**config.mk**
```make
export PLATFORM = sky130hd
export DESIGN_NAME = ccsc_top
export DESIGN_NICKNAME = d
export VERILOG_FILES = /design/src/design/ccsc_pkg.sv /design/src/design/ccsc_top.sv
export SDC_FILE = /design/constraint.sdc
export NUM_CORES = 1
export LEC_CHECK = 0
export CAP_MARGIN = 20
export CORE_ASPECT_RATIO = 2
export CORE_MARGIN = 1.5
export CORE_UTILIZATION = 45
export DETAILED_ROUTE_END_ITERATION = 16
export DONT_BUFFER_PORTS = 1
export MAX_ROUTING_LAYER = met4
export SYNTH_ARGS = -nofsm -noshare
export SYNTH_HDL_FRONTEND = slang
export SYNTH_SLANG_ARGS = --single-unit
export TNS_END_PERCENT = 10
```
**constraint.sdc**
```tcl
create_clock -name CORE_CLK -period 9.8 [get_ports CORE_CLK]
set_clock_uncertainty 0.05 [all_clocks]
set_input_delay 1.96 -clock CORE_CLK [delete_from_list [all_inputs] [get_ports CORE_CLK]]
set_output_delay 1.96 -clock CORE_CLK [all_outputs]
set_load 0.1 [all_outputs]
```
**src/design/ccsc_pkg.sv**
```systemverilog
// Package for the coulomb counter and sleep control block.
// Assumes a 100 MHz core clock; all timing counts derive from it.

package ccsc_pkg;

    // ------------------------------------------------------------
    // Timing
    // ------------------------------------------------------------
    localparam int CLK_PERIOD_NS = 10;
    localparam int TIME_TICK_NS = 878_900_000;
    localparam int TICK_CYCLES_DEF = TIME_TICK_NS / CLK_PERIOD_NS;
    localparam int PRE_W = 27;
    localparam int TICK_W = 12;
    localparam int HOUR_TICKS = 4096;
    localparam int IDLE_W = 13;
    localparam int SLOW_DIV = 256;
    localparam int SLOW_W = 8;
    localparam int SD_SUB_TICKS = 512;
    localparam int SD_SUB_W = 9;

    // ------------------------------------------------------------
    // Counters, temperature bands and thresholds
    // ------------------------------------------------------------
    localparam int CNT_W = 16;
    localparam int SD_ACC_W = 6;
    localparam int SD_T_FIRST = 5;
    localparam int SD_T_STEP = 10;
    localparam int SD_BANDS = 6;
    localparam int MAG_W = 3;
    localparam int THR_STEPS = 8;
    localparam logic [2:0] WAKE_SEL_RST = 3'h7;
    localparam logic SLEEP_ALLOW_RST = 1'b1;

    // Clear request bit positions.
    localparam int CLR_DISCH = 0;
    localparam int CLR_CHG = 1;
    localparam int CLR_SELF = 2;
    localparam int CLR_DTIME = 3;
    localparam int CLR_CTIME = 4;
    localparam int CLR_W = 5;

    // Synchroniser vector layout.
    localparam int SY_MAG = 0;
    localparam int SY_NEG = 3;
    localparam int SY_CONV = 4;
    localparam int SY_PACK = 5;
    localparam int SY_WIRE = 6;
    localparam int SY_W = 7;
    localparam logic [SY_W-1:0] SYNC_RST = 7'h60;
    localparam logic [2:0] PREV_RST = 3'h6;

    // ------------------------------------------------------------
    // Types
    // ------------------------------------------------------------
    typedef enum logic {PWR_AWAKE = 1'b0, PWR_ASLEEP = 1'b1} ccsc_pwr_t;

    typedef struct packed {
        logic [CNT_W-1:0] discharge_count;
        logic [CNT_W-1:0] charge_count;
        logic [CNT_W-1:0] self_discharge_count;
        logic [CNT_W-1:0] discharge_time_count;
        logic [CNT_W-1:0] charge_time_count;
    } ccsc_counts_t;

    typedef struct packed {
        logic sleep_allow;
        logic charge_timer_slow_flag;
        logic discharge_timer_slow_flag;
        logic [2:0] wake_threshold_select;
    } ccsc_mode_t;

    typedef struct packed {
        ccsc_counts_t counts;
        ccsc_mode_t mode;
        logic [CLR_W-1:0] clr_pend;
        ccsc_pwr_t pwr;
        logic fell_asleep;
        logic [PRE_W-1:0] pre;
        logic [TICK_W-1:0] tick;
        logic [IDLE_W-1:0] idle;
        logic [SD_ACC_W-1:0] sd_acc;
        logic [7:0] temp;
        logic [SY_W-1:0] sy1;
        logic [SY_W-1:0] sy2;
        logic [2:0] prev;
        logic cal;
        logic stat_oe;
    } ccsc_state_t;

    localparam ccsc_state_t STATE_RST = '{
        counts: '0,
        mode: '{sleep_allow: SLEEP_ALLOW_RST, charge_timer_slow_flag: 1'b0,
                discharge_timer_slow_flag: 1'b0, wake_threshold_select: WAKE_SEL_RST},
        clr_pend: '0, pwr: PWR_AWAKE, fell_asleep: 1'b0, pre: '0, tick: '0,
        idle: '0, sd_acc: '0, temp: '0, sy1: SYNC_RST, sy2: SYNC_RST,
        prev: PREV_RST, cal: 1'b0, stat_oe: 1'b0
    };

endpackage

```
**src/design/ccsc_top.sv**
```systemverilog
// Coulomb counter, elapsed-time counters, self-discharge counter and
// sleep control, all in one module with a single state struct.
// Assumes converter pulses, sense sign and magnitude, the bus line and
// pack detect come from pins; temperature and host strobes are on CORE_CLK.
//
// Summary of operation
// - Negative sense: each converter quantum bumps discharge count; charge count holds.
// - Discharge indicated, flag clear: discharge time counter advances each 0.8789 s tick.
// - Positive sense: each converter quantum bumps charge count; discharge count holds.
// - Charge indicated, flag clear: charge time counter advances each 0.8789 s tick.
// - Time counters are 16 bits, wrap, and a wrap sets their slow flag.
// - With slow flag set the time counter advances at 1/256 rate.
// - Self-discharge counts once an hour at 25 C, doubling per 10 C up to 55 C.
// - Below 25 C the self-discharge rate halves per 10 C, floor below 5 C.
// - Sleep keeps only self-discharge and temperature updating.
// - Sleep when current below threshold, sleep allowed, bus idle one hour.
// - Any bus line edge wakes the asleep device while pack detect is high.
// - Reset sets sleep allow to one.
// - Wake select: 0 none, 1..7 pick 21.35 down to 3.05 uV; default 7.
// - Pack detect falling forces sleep regardless of sleep allow.
// - Pack detect rise wakes if allow is zero or device was awake at fall.
// - Pack detect rise does not wake if allow set and asleep at fall.
// - Offset recalibration pulses once every hour without host action.
// - A clear request sets its pending bit; the next edge zeroes its counter and returns that bit to zero together.
// - Clearing a time counter also clears its slow flag.
// - Pack detect low turns off the open-drain status output on the third clock edge after the pin falls.

`timescale 1ns/1ps

module ccsc_top
    import ccsc_pkg::*;
#(
    parameter int TICK_CYCLES = TICK_CYCLES_DEF
) (
    input wire logic CORE_CLK,
    input wire logic RST,
    input wire logic CONV_PULSE,
    input wire logic SENSE_NEG,
    input wire logic [MAG_W-1:0] SENSE_MAG,
    input wire logic ONE_WIRE_LINE_I,
    input wire logic PACK_DETECT_IN,
    input wire logic [7:0] TEMP_C,
    input wire logic [CLR_W-1:0] CLR_REQ,
    input wire logic MODE_WE,
    input wire logic SLEEP_ALLOW_WR,
    input wire logic [2:0] WAKE_SEL_WR,
    input wire logic STAT_LEVEL,
    output ccsc_counts_t COUNTS,
    output ccsc_mode_t MODE,
    output logic [CLR_W-1:0] CLR_PENDING,
    output logic [7:0] TEMPERATURE,
    output logic ASLEEP,
    output logic OFFSET_CAL,
    output logic STAT_O,
    output logic STAT_OE
);

    // ------------------------------------------------------------
    // Elaboration checks
    // ------------------------------------------------------------

    // The prescaler must fit its field and divide by at least two.
    if (TICK_CYCLES < 2 || TICK_CYCLES > (1 << PRE_W)) begin : g_bad_tick
        $error("TICK_CYCLES out of range for the prescaler");
    end

    // The tick counter must wrap exactly once per hour for the calibration strobe.
    if ((1 << TICK_W) != HOUR_TICKS) begin : g_bad_hour
        $error("TICK_W does not span one hour of ticks");
    end

    // The slow rate and self-discharge strobes decode low bits of the tick counter.
    if ((1 << SLOW_W) != SLOW_DIV || (1 << SD_SUB_W) != SD_SUB_TICKS ||
        SD_SUB_W > TICK_W || SLOW_W > TICK_W) begin : g_bad_div
        $error("Slow divider or self-discharge period does not fit the tick counter");
    end

    // The idle counter must hold the full hour count without wrapping.
    if (HOUR_TICKS >= (1 << IDLE_W)) begin : g_bad_idle
        $error("IDLE_W too narrow for one hour of ticks");
    end

    // The threshold arithmetic assumes a three bit magnitude and eight steps.
    if (MAG_W != 3 || THR_STEPS != 8) begin : g_bad_thr
        $error("Magnitude width and threshold steps disagree");
    end

    // ------------------------------------------------------------
    // Decode functions
    // ------------------------------------------------------------

    // Returns one when the sensed magnitude lies below the wake threshold.
    // Code k selects (8-k) steps of 3.05 uV; code zero disables the test.
    function automatic logic below_thr(input logic [2:0] sel,
                                       input logic [MAG_W-1:0] mag);
        logic [3:0] lim;
        lim = 4'(THR_STEPS) - {1'b0, sel};
        below_thr = (sel != 3'h0) && ({1'b0, mag} < lim);
    endfunction

    // Picks the strobe that advances a time counter: every tick normally,
    // every 256th tick once its slow flag is set.
    function automatic logic time_step(input logic slow, input logic fast_stb,
                                       input logic slow_stb);
        time_step = slow ? slow_stb : fast_stb;
    endfunction

    // Returns the self-discharge weight in 1/64 counts per eighth hour.
    // Eight is one count per hour at the reference band around 25 C.
    function automatic logic [6:0] sd_weight(input logic signed [7:0] t);
        int k;
        k = 0;
        for (int i = 0; i < SD_BANDS; i++) begin
            if (int'(t) >= SD_T_FIRST + i * SD_T_STEP) begin
                k = k + 1;
            end
        end
        sd_weight = 7'(1 << k);
    endfunction

    // ------------------------------------------------------------
    // State
    // ------------------------------------------------------------
    ccsc_state_t q;
    ccsc_state_t d;

    // Edge strobes from the synchronised pins.
    logic conv_rise;
    logic pack_fall;
    logic pack_rise;
    logic wire_edge;

    // Synchronised pin levels.
    logic pack_high;
    logic neg;
    logic [MAG_W-1:0] mag;
    logic nonzero;

    // Timebase strobes.
    logic tick;
    logic slow_tick;
    logic sd_tick;
    logic hour;

    // Power and bus idle status.
    logic awake;
    logic idle_hour;

    // Time counter and accumulator arithmetic.
    logic dt_wrap;
    logic ct_wrap;
    logic [CNT_W:0] dt_sum;
    logic [CNT_W:0] ct_sum;
    logic [SD_ACC_W:0] sd_sum;

    // Edges and levels, read only from the second synchroniser stage.
    // History resets to the idle pin levels, so releasing reset gives no false edge.
    assign neg = q.sy2[SY_NEG];
    assign mag = q.sy2[SY_MAG +: MAG_W];
    assign nonzero = mag != '0;
    assign pack_high = q.sy2[SY_PACK];
    assign conv_rise = q.sy2[SY_CONV] & ~q.prev[0];
    assign pack_fall = ~q.sy2[SY_PACK] & q.prev[1];
    assign pack_rise = q.sy2[SY_PACK] & ~q.prev[1];
    assign wire_edge = q.sy2[SY_WIRE] ^ q.prev[2];

    // Timebase strobes derived from the free running prescaler and tick counter.
    assign tick = q.pre == PRE_W'(TICK_CYCLES - 1);
    assign slow_tick = tick && (q.tick[SLOW_W-1:0] == SLOW_W'(SLOW_DIV - 1));
    assign sd_tick = tick && (q.tick[SD_SUB_W-1:0] == SD_SUB_W'(SD_SUB_TICKS - 1));
    assign hour = tick && (q.tick == TICK_W'(HOUR_TICKS - 1));
    assign awake = q.pwr == PWR_AWAKE;
    assign idle_hour = q.idle == IDLE_W'(HOUR_TICKS);

    // Time counter sums, with the carry marking a wrap past all ones.
    assign dt_sum = {1'b0, q.counts.discharge_time_count} + 17'h00001;
    assign ct_sum = {1'b0, q.counts.charge_time_count} + 17'h00001;
    assign sd_sum = {1'b0, q.sd_acc} + sd_weight(q.temp);

    // ------------------------------------------------------------
    // Next state
    // ------------------------------------------------------------
    always_comb begin
        d = q;
        dt_wrap = 1'b0;
        ct_wrap = 1'b0;

        // Two-stage synchronisers and the edge history behind them.
        d.sy1 = {ONE_WIRE_LINE_I, PACK_DETECT_IN, CONV_PULSE, SENSE_NEG, SENSE_MAG};
        d.sy2 = q.sy1;
        d.prev = {q.sy2[SY_WIRE], q.sy2[SY_PACK], q.sy2[SY_CONV]};

        // Prescaler and tick counter run in every power state.
        d.pre = tick ? '0 : q.pre + 1'b1;
        if (tick) begin
            d.tick = q.tick + 1'b1;
        end
        // The calibration strobe lasts one cycle, once per wrap of the hour tick count.
        d.cal = hour;

        // Temperature follows its source in both power states.
        d.temp = TEMP_C;

        // Converter quanta are counted only while awake.
        // A quantum that arrives asleep is dropped, so waking replays nothing stale.
        if (awake && conv_rise) begin
            if (neg) begin
                d.counts.discharge_count = q.counts.discharge_count + 1'b1;
            end else begin
                d.counts.charge_count = q.counts.charge_count + 1'b1;
            end
        end

        // Discharge time counter, fast or slow by its flag.
        if (awake && neg && nonzero) begin
            if (time_step(q.mode.discharge_timer_slow_flag, tick, slow_tick)) begin
                d.counts.discharge_time_count = dt_sum[CNT_W-1:0];
                dt_wrap = dt_sum[CNT_W];
            end
        end

        // Charge time counter, fast or slow by its flag.
        if (awake && !neg && nonzero) begin
            if (time_step(q.mode.charge_timer_slow_flag, tick, slow_tick)) begin
                d.counts.charge_time_count = ct_sum[CNT_W-1:0];
                ct_wrap = ct_sum[CNT_W];
            end
        end

        // Self-discharge accumulates weighted eighth hours, asleep too.
        // The accumulator carries fractions, so slow rates in the cold are not lost.
        if (sd_tick) begin
            d.sd_acc = sd_sum[SD_ACC_W-1:0];
            if (sd_sum[SD_ACC_W]) begin
                d.counts.self_discharge_count = q.counts.self_discharge_count + 1'b1;
            end
        end

        // Pending clears act now and sit after the increments, so a clear beats
        // a count in the same cycle; each pending bit lives one cycle and a
        // fresh strobe re-arms it.
        d.clr_pend = CLR_REQ;
        if (q.clr_pend[CLR_DISCH]) begin
            d.counts.discharge_count = '0;
        end
        if (q.clr_pend[CLR_CHG]) begin
            d.counts.charge_count = '0;
        end
        if (q.clr_pend[CLR_SELF]) begin
            d.counts.self_discharge_count = '0;
            d.sd_acc = '0;
        end
        if (q.clr_pend[CLR_DTIME]) begin
            d.counts.discharge_time_count = '0;
        end
        if (q.clr_pend[CLR_CTIME]) begin
            d.counts.charge_time_count = '0;
        end

        // Slow flags: a wrap wins over a clear in the same cycle.
        d.mode.discharge_timer_slow_flag = dt_wrap |
            (q.mode.discharge_timer_slow_flag & ~q.clr_pend[CLR_DTIME]);
        d.mode.charge_timer_slow_flag = ct_wrap |
            (q.mode.charge_timer_slow_flag & ~q.clr_pend[CLR_CTIME]);

        // Host writes of the sleep allow bit and wake threshold field.
        if (MODE_WE) begin
            d.mode.sleep_allow = SLEEP_ALLOW_WR;
            d.mode.wake_threshold_select = WAKE_SEL_WR;
        end

        // Bus inactivity counter saturates at one hour of ticks.
        // Saturating keeps the hour condition standing while the current stays high.
        if (wire_edge) begin
            d.idle = '0;
        end else if (tick && !idle_hour) begin
            d.idle = q.idle + 1'b1;
        end

        // Power state machine.
        // Pack low outranks every wake source; a fall seen asleep blocks the pack wake while sleep allow is set.
        case (q.pwr)
            PWR_AWAKE: begin
                if (!pack_high) begin
                    d.pwr = PWR_ASLEEP;
                    d.fell_asleep = 1'b0;
                end else if (idle_hour && q.mode.sleep_allow &&
                             below_thr(q.mode.wake_threshold_select, mag)) begin
                    d.pwr = PWR_ASLEEP;
                end
            end
            PWR_ASLEEP: begin
                if (pack_fall) begin
                    d.fell_asleep = 1'b1;
                end
                if (!pack_high) begin
                    d.pwr = PWR_ASLEEP;
                end else if (wire_edge) begin
                    d.pwr = PWR_AWAKE;
                end else if (pack_rise && (!q.mode.sleep_allow || !q.fell_asleep)) begin
                    d.pwr = PWR_AWAKE;
                    d.idle = '0;
                end
            end
            default: begin
                d.pwr = PWR_AWAKE;
            end
        endcase

        // Status pin sinks only when asked low and the pack is present.
        d.stat_oe = ~STAT_LEVEL & pack_high;
    end

    // ------------------------------------------------------------
    // Registers
    // ------------------------------------------------------------

    // Reset restores counters to zero and the mode field to defaults.
    // Reset is synchronous; no process here has an asynchronous branch.
    always_ff @(posedge CORE_CLK) begin
        if (RST) begin
            q <= STATE_RST;
        end else begin
            q <= d;
        end
    end

    // ------------------------------------------------------------
    // Outputs
    // ------------------------------------------------------------

    // All outputs but STAT_O come straight from the state register; STAT_O is tied low.
    // Only the enable of the status pin moves, as an open-drain driver must.
    assign COUNTS = q.counts;
    assign MODE = q.mode;
    assign CLR_PENDING = q.clr_pend;
    assign TEMPERATURE = q.temp;
    assign ASLEEP = q.pwr == PWR_ASLEEP;
    assign OFFSET_CAL = q.cal;
    assign STAT_O = 1'b0; // Open drain: only ever sinks low.
    assign STAT_OE = q.stat_oe;

endmodule

```
==> flow_metrics.tcl <==
set metrics [dict create \
    ys_ff_latch 178 \
    synth.distinct_cells 62 \
    initial_core_util_pct 45.6 \
    rows 74 \
    grt_pass1_vias 6534 \
    async_flop_share_pct 0 \
    sw_frac_of_total_pct 28.3 \
    core_um2 20300 \
    final_core_util_pct 46.0 \
    fmax_mhz 150 \
    viasPerCell 5.38 \
    worst_slew_pin_slew_ns 1.14 \
    gp_congestion 0.815 \
    cts.path.max_buffers 2 \
    gr-total-overflow 0 \
    clk-insertion-delay-late_ns 0.44 \
    p_int_mw 1.11 \
    register_area_um2 3560 \
    slew_violations 0 \
    finalCriticalPeriod_ns 6.66 \
    pwr-share-comb_pct 7.2 \
    p_sw_mw 0.440 \
    antenna_found_initial 0 \
    grt.total_usage_pct 18.9 \
    p_leak_nw 3.40 \
    syn2layout_area_growth_pct 1.00 \
    dp.cells 1241 \
    synth_edf_count 0 \
    finalNonFillerCells 1274 \
    postCtsSetupBuffers 0 \
    required_ns 10.13 \
    cts_tree "yes" \
    finalPower_mw 1.55 \
    portBuffers 0 \
    tns_ns 0 \
    post_cts_resized 0 \
    die_y_um 206 \
    ys_seq_area_share_pct 38.6 \
    io_pins 131 \
    synthCells 1106 \
    synthFlopType "dfxtp_1" \
    fin_area_um2 9330 \
    routedWlPerCell_um 15.6 \
    netlist_area_um2 9240 \
    hold_path_class "flop to flop" \
    firstDrtPassIters 4 \
    cp.arrival_ns 6.98 \
    fillers 2000 \
    layout-drive-gt1-share_pct 7.34 \
    p_seq_share_pct 49.5 \
    endpoint_kind "flop" \
    period_share_pct 67.9 \
    cts.htree.levels 4 \
    drc 0 \
    ys_warn_count 0 \
    finalHoldViolCount 0 \
    synth_fp_nets 1159 \
    drtIter0Drc 290 \
    path_class "flop to flop" \
    relSlewSlack_pct 23.6 \
    wl_um 19800 \
    vias 6855 \
    die_area_um2 21500 \
    nets 1048 \
    die_w_um 104 \
    place_area_um2 8730 \
    grt_pass1_wl_um 31800 \
    avgSynthCellArea_um2 8.35 \
    cp_max_fo 15 \
    path_clk_slew_ns 0.07 \
    numCtsBuffers 17 \
    pwr-share-clk_pct 43.2 \
    holdBufCountCts 0 \
    antennaDiodeCount 0 \
    dp_hpwl_um 14300 \
    drv_cap 0 \
    ir_drop_uv 92.5 \
    rsz0062_at_grt "false" \
    finalSetupViolCount 0 \
    powerDensity_nw_per_um2 167 \
    clock_sinks 178 \
    multi_input_area_um2 4620 \
    outcome "completed" \
    ant_nets 0 \
    clockRootBuffer "clkbuf_16" \
    cp-start-kind "flop" \
    grt_max_degree 66 \
]
[routing by layer]
layer / global-route usage, % / wire [um]
met4: 8.43 / 533
met2: 35.5 / 10900
met5: - / 0
met3: 4.40 / 793
met1: 18.2 / 7550
[cells in the mapped netlist, drive strengths merged, types with 2 or more instances]
cell     instances  area share [%]
nand3           41             2.2
nor4bb           4            0.43
nand3b           2            0.16
nor3            20             1.1
dfxtp          178              39
xor2            60             5.7
buf            109             8.7
nor2           133             5.4
o21bai           2            0.16
a31oi            2            0.14
and4             8            0.76
nor4b            5            0.47
nand4           32             2.3
nor4            12            0.88
and3            21             1.4
a2bb2oi          2            0.19
nor2b           31             2.1
xnor2           26             2.5
clkbuf          34             1.4
nand2b           4            0.27
a311o            3            0.33
a21o             3            0.24
inv             33             1.3
ha              24             3.3
mux2i           29             3.2
or2             15             1.0
o2111ai          2            0.19
nand2           98             4.0
and2             7            0.47
o311a            2            0.22
or4              3            0.28
o21ai           41             2.4
a221oi           3            0.28
a21oi           52             3.0
o211ai           9            0.79
or3             42             2.8
[flip-flops by register name, indices dropped and copies added, names as in the netlist]
signal       count
COUNTS          80
q               62
d               10
TEMPERATURE      8
MODE             6
CLR_PENDING      5
mag              3
ASLEEP           1
OFFSET_CAL       1
STAT_OE          1
neg              1
[final timing paths]
path	start	slack (ns)	end	cells after the start
max	TEMPERATURE[3]$_SDFF_PP0_	3.14	COUNTS[32]$_SDFFE_PP0P_	21
min	d[11]$_SDFF_PP1_	0.36	d[4]$_SDFF_PP1_	1
max reg2reg	TEMPERATURE[3]$_SDFF_PP0_	3.14	COUNTS[32]$_SDFFE_PP0P_	21
min reg2reg	d[11]$_SDFF_PP1_	0.36	d[4]$_SDFF_PP1_	1
[power by group through the flow]
| stage | Sequential [mW] | Combinational, mW | Clock, mW |
|---|---|---|---|
| after floorplan | 0.757 | 0.128 | 0 |
| after global placement | 0.786 | 0.111 | 0 |
| after detailed placement | 0.787 | 0.112 | 0 |
| after CTS | 0.770 | 0.113 | 0.693 |
| after global routing | 0.771 | 0.125 | 0.720 |
| final | 0.769 | 0.112 | 0.672 |
[kinds of logic (layout without fill, tap and decap cells)]
logic type,Yosys count,in the layout,share of synthesized area [%]
AOI/OAI and AO/OA,129,129,8.65
xor gates and xnor gates,86,86,8.15
DFF,178,178,38.6
adders and majority gates,25,25,3.47
buffers and inverters,176,78,11.4
and+or+nand+nor,481,481,26.4
other,1,1,0.0406
muxes,30,30,3.30
[stage by stage]
| step | setup slack [ns] | hold WS, ns |
|---|---|---|
| after floorplan | 4.13 | 0.339 |
| after global placement | 3.06 | 0.343 |
| after detailed placement | 2.86 | 0.345 |
| after CTS | 2.83 | 0.365 |
| after global routing | 2.75 | 0.378 |
| final | 3.14 | 0.363 |
[final cells by class]
type / instances / share of cell area [%]
multi-input combinational: 752 / 49.5
inverter: 33 / 1.33
timing repair buffer: 13 / 1.05
tap: 266 / 3.57
clock inverter: 15 / 1.77
sequential: 178 / 38.2
clock buffer: 17 / 4.56
[cell usage in the layout, fill, tap and decap left out, types with 3 or more instances in the layout]
cell type / Yosys / layout
dfxtp_1: 178 / 178
nor2_1: 133 / 133
nand2_1: 98 / 98
xor2_1: 60 / 60
a21oi_1: 48 / 48
or3_1: 42 / 42
nand3_1: 41 / 41
o21ai_0: 37 / 37
inv_1: 33 / 33
nand4_1: 31 / 31
nor2b_1: 31 / 31
mux2i_1: 28 / 28
xnor2_1: 26 / 26
ha_1: 24 / 24
and3_1: 21 / 21
nor3_1: 20 / 20
clkbuf_16: 0 / 17
or2_2: 14 / 14
buf_4: 100 / 13
nor4_1: 11 / 11
o211ai_1: 8 / 8
and4_1: 8 / 8
and2_1: 6 / 6
nor4b_1: 5 / 5
nand2b_1: 4 / 4
nor4bb_1: 4 / 4
a21oi_2: 4 / 4
o21ai_2: 4 / 4
clkinv_8: 0 / 4
inv_6: 0 / 4
a21o_1: 3 / 3
a221oi_1: 3 / 3
a311o_1: 3 / 3
inv_8: 0 / 3
clkinv_4: 0 / 3
[worst max-delay path, stage by stage, from the launching register on]
cell	delay (ns)
dfxtp_1	1.08
nand4_1	0.19
a21oi_1	0.26
inv_1	0.12
ha_1	0.40
or4_1	0.61
nand4_4	0.17
ha_1	0.26
mux2_2	0.28
ha_1	0.30
mux2i_1	0.23
o21ai_0	0.22
or2_2	0.33
fa_1	0.43
nor2b_1	0.12
o21ai_0	0.12
a21oi_1	0.20
o21ai_0	0.13
nand2b_1	0.48
nor2_1	0.14
mux2i_2	0.25
mux2i_1	0.21
Note: power is estimated with default switching activity, not from simulation.
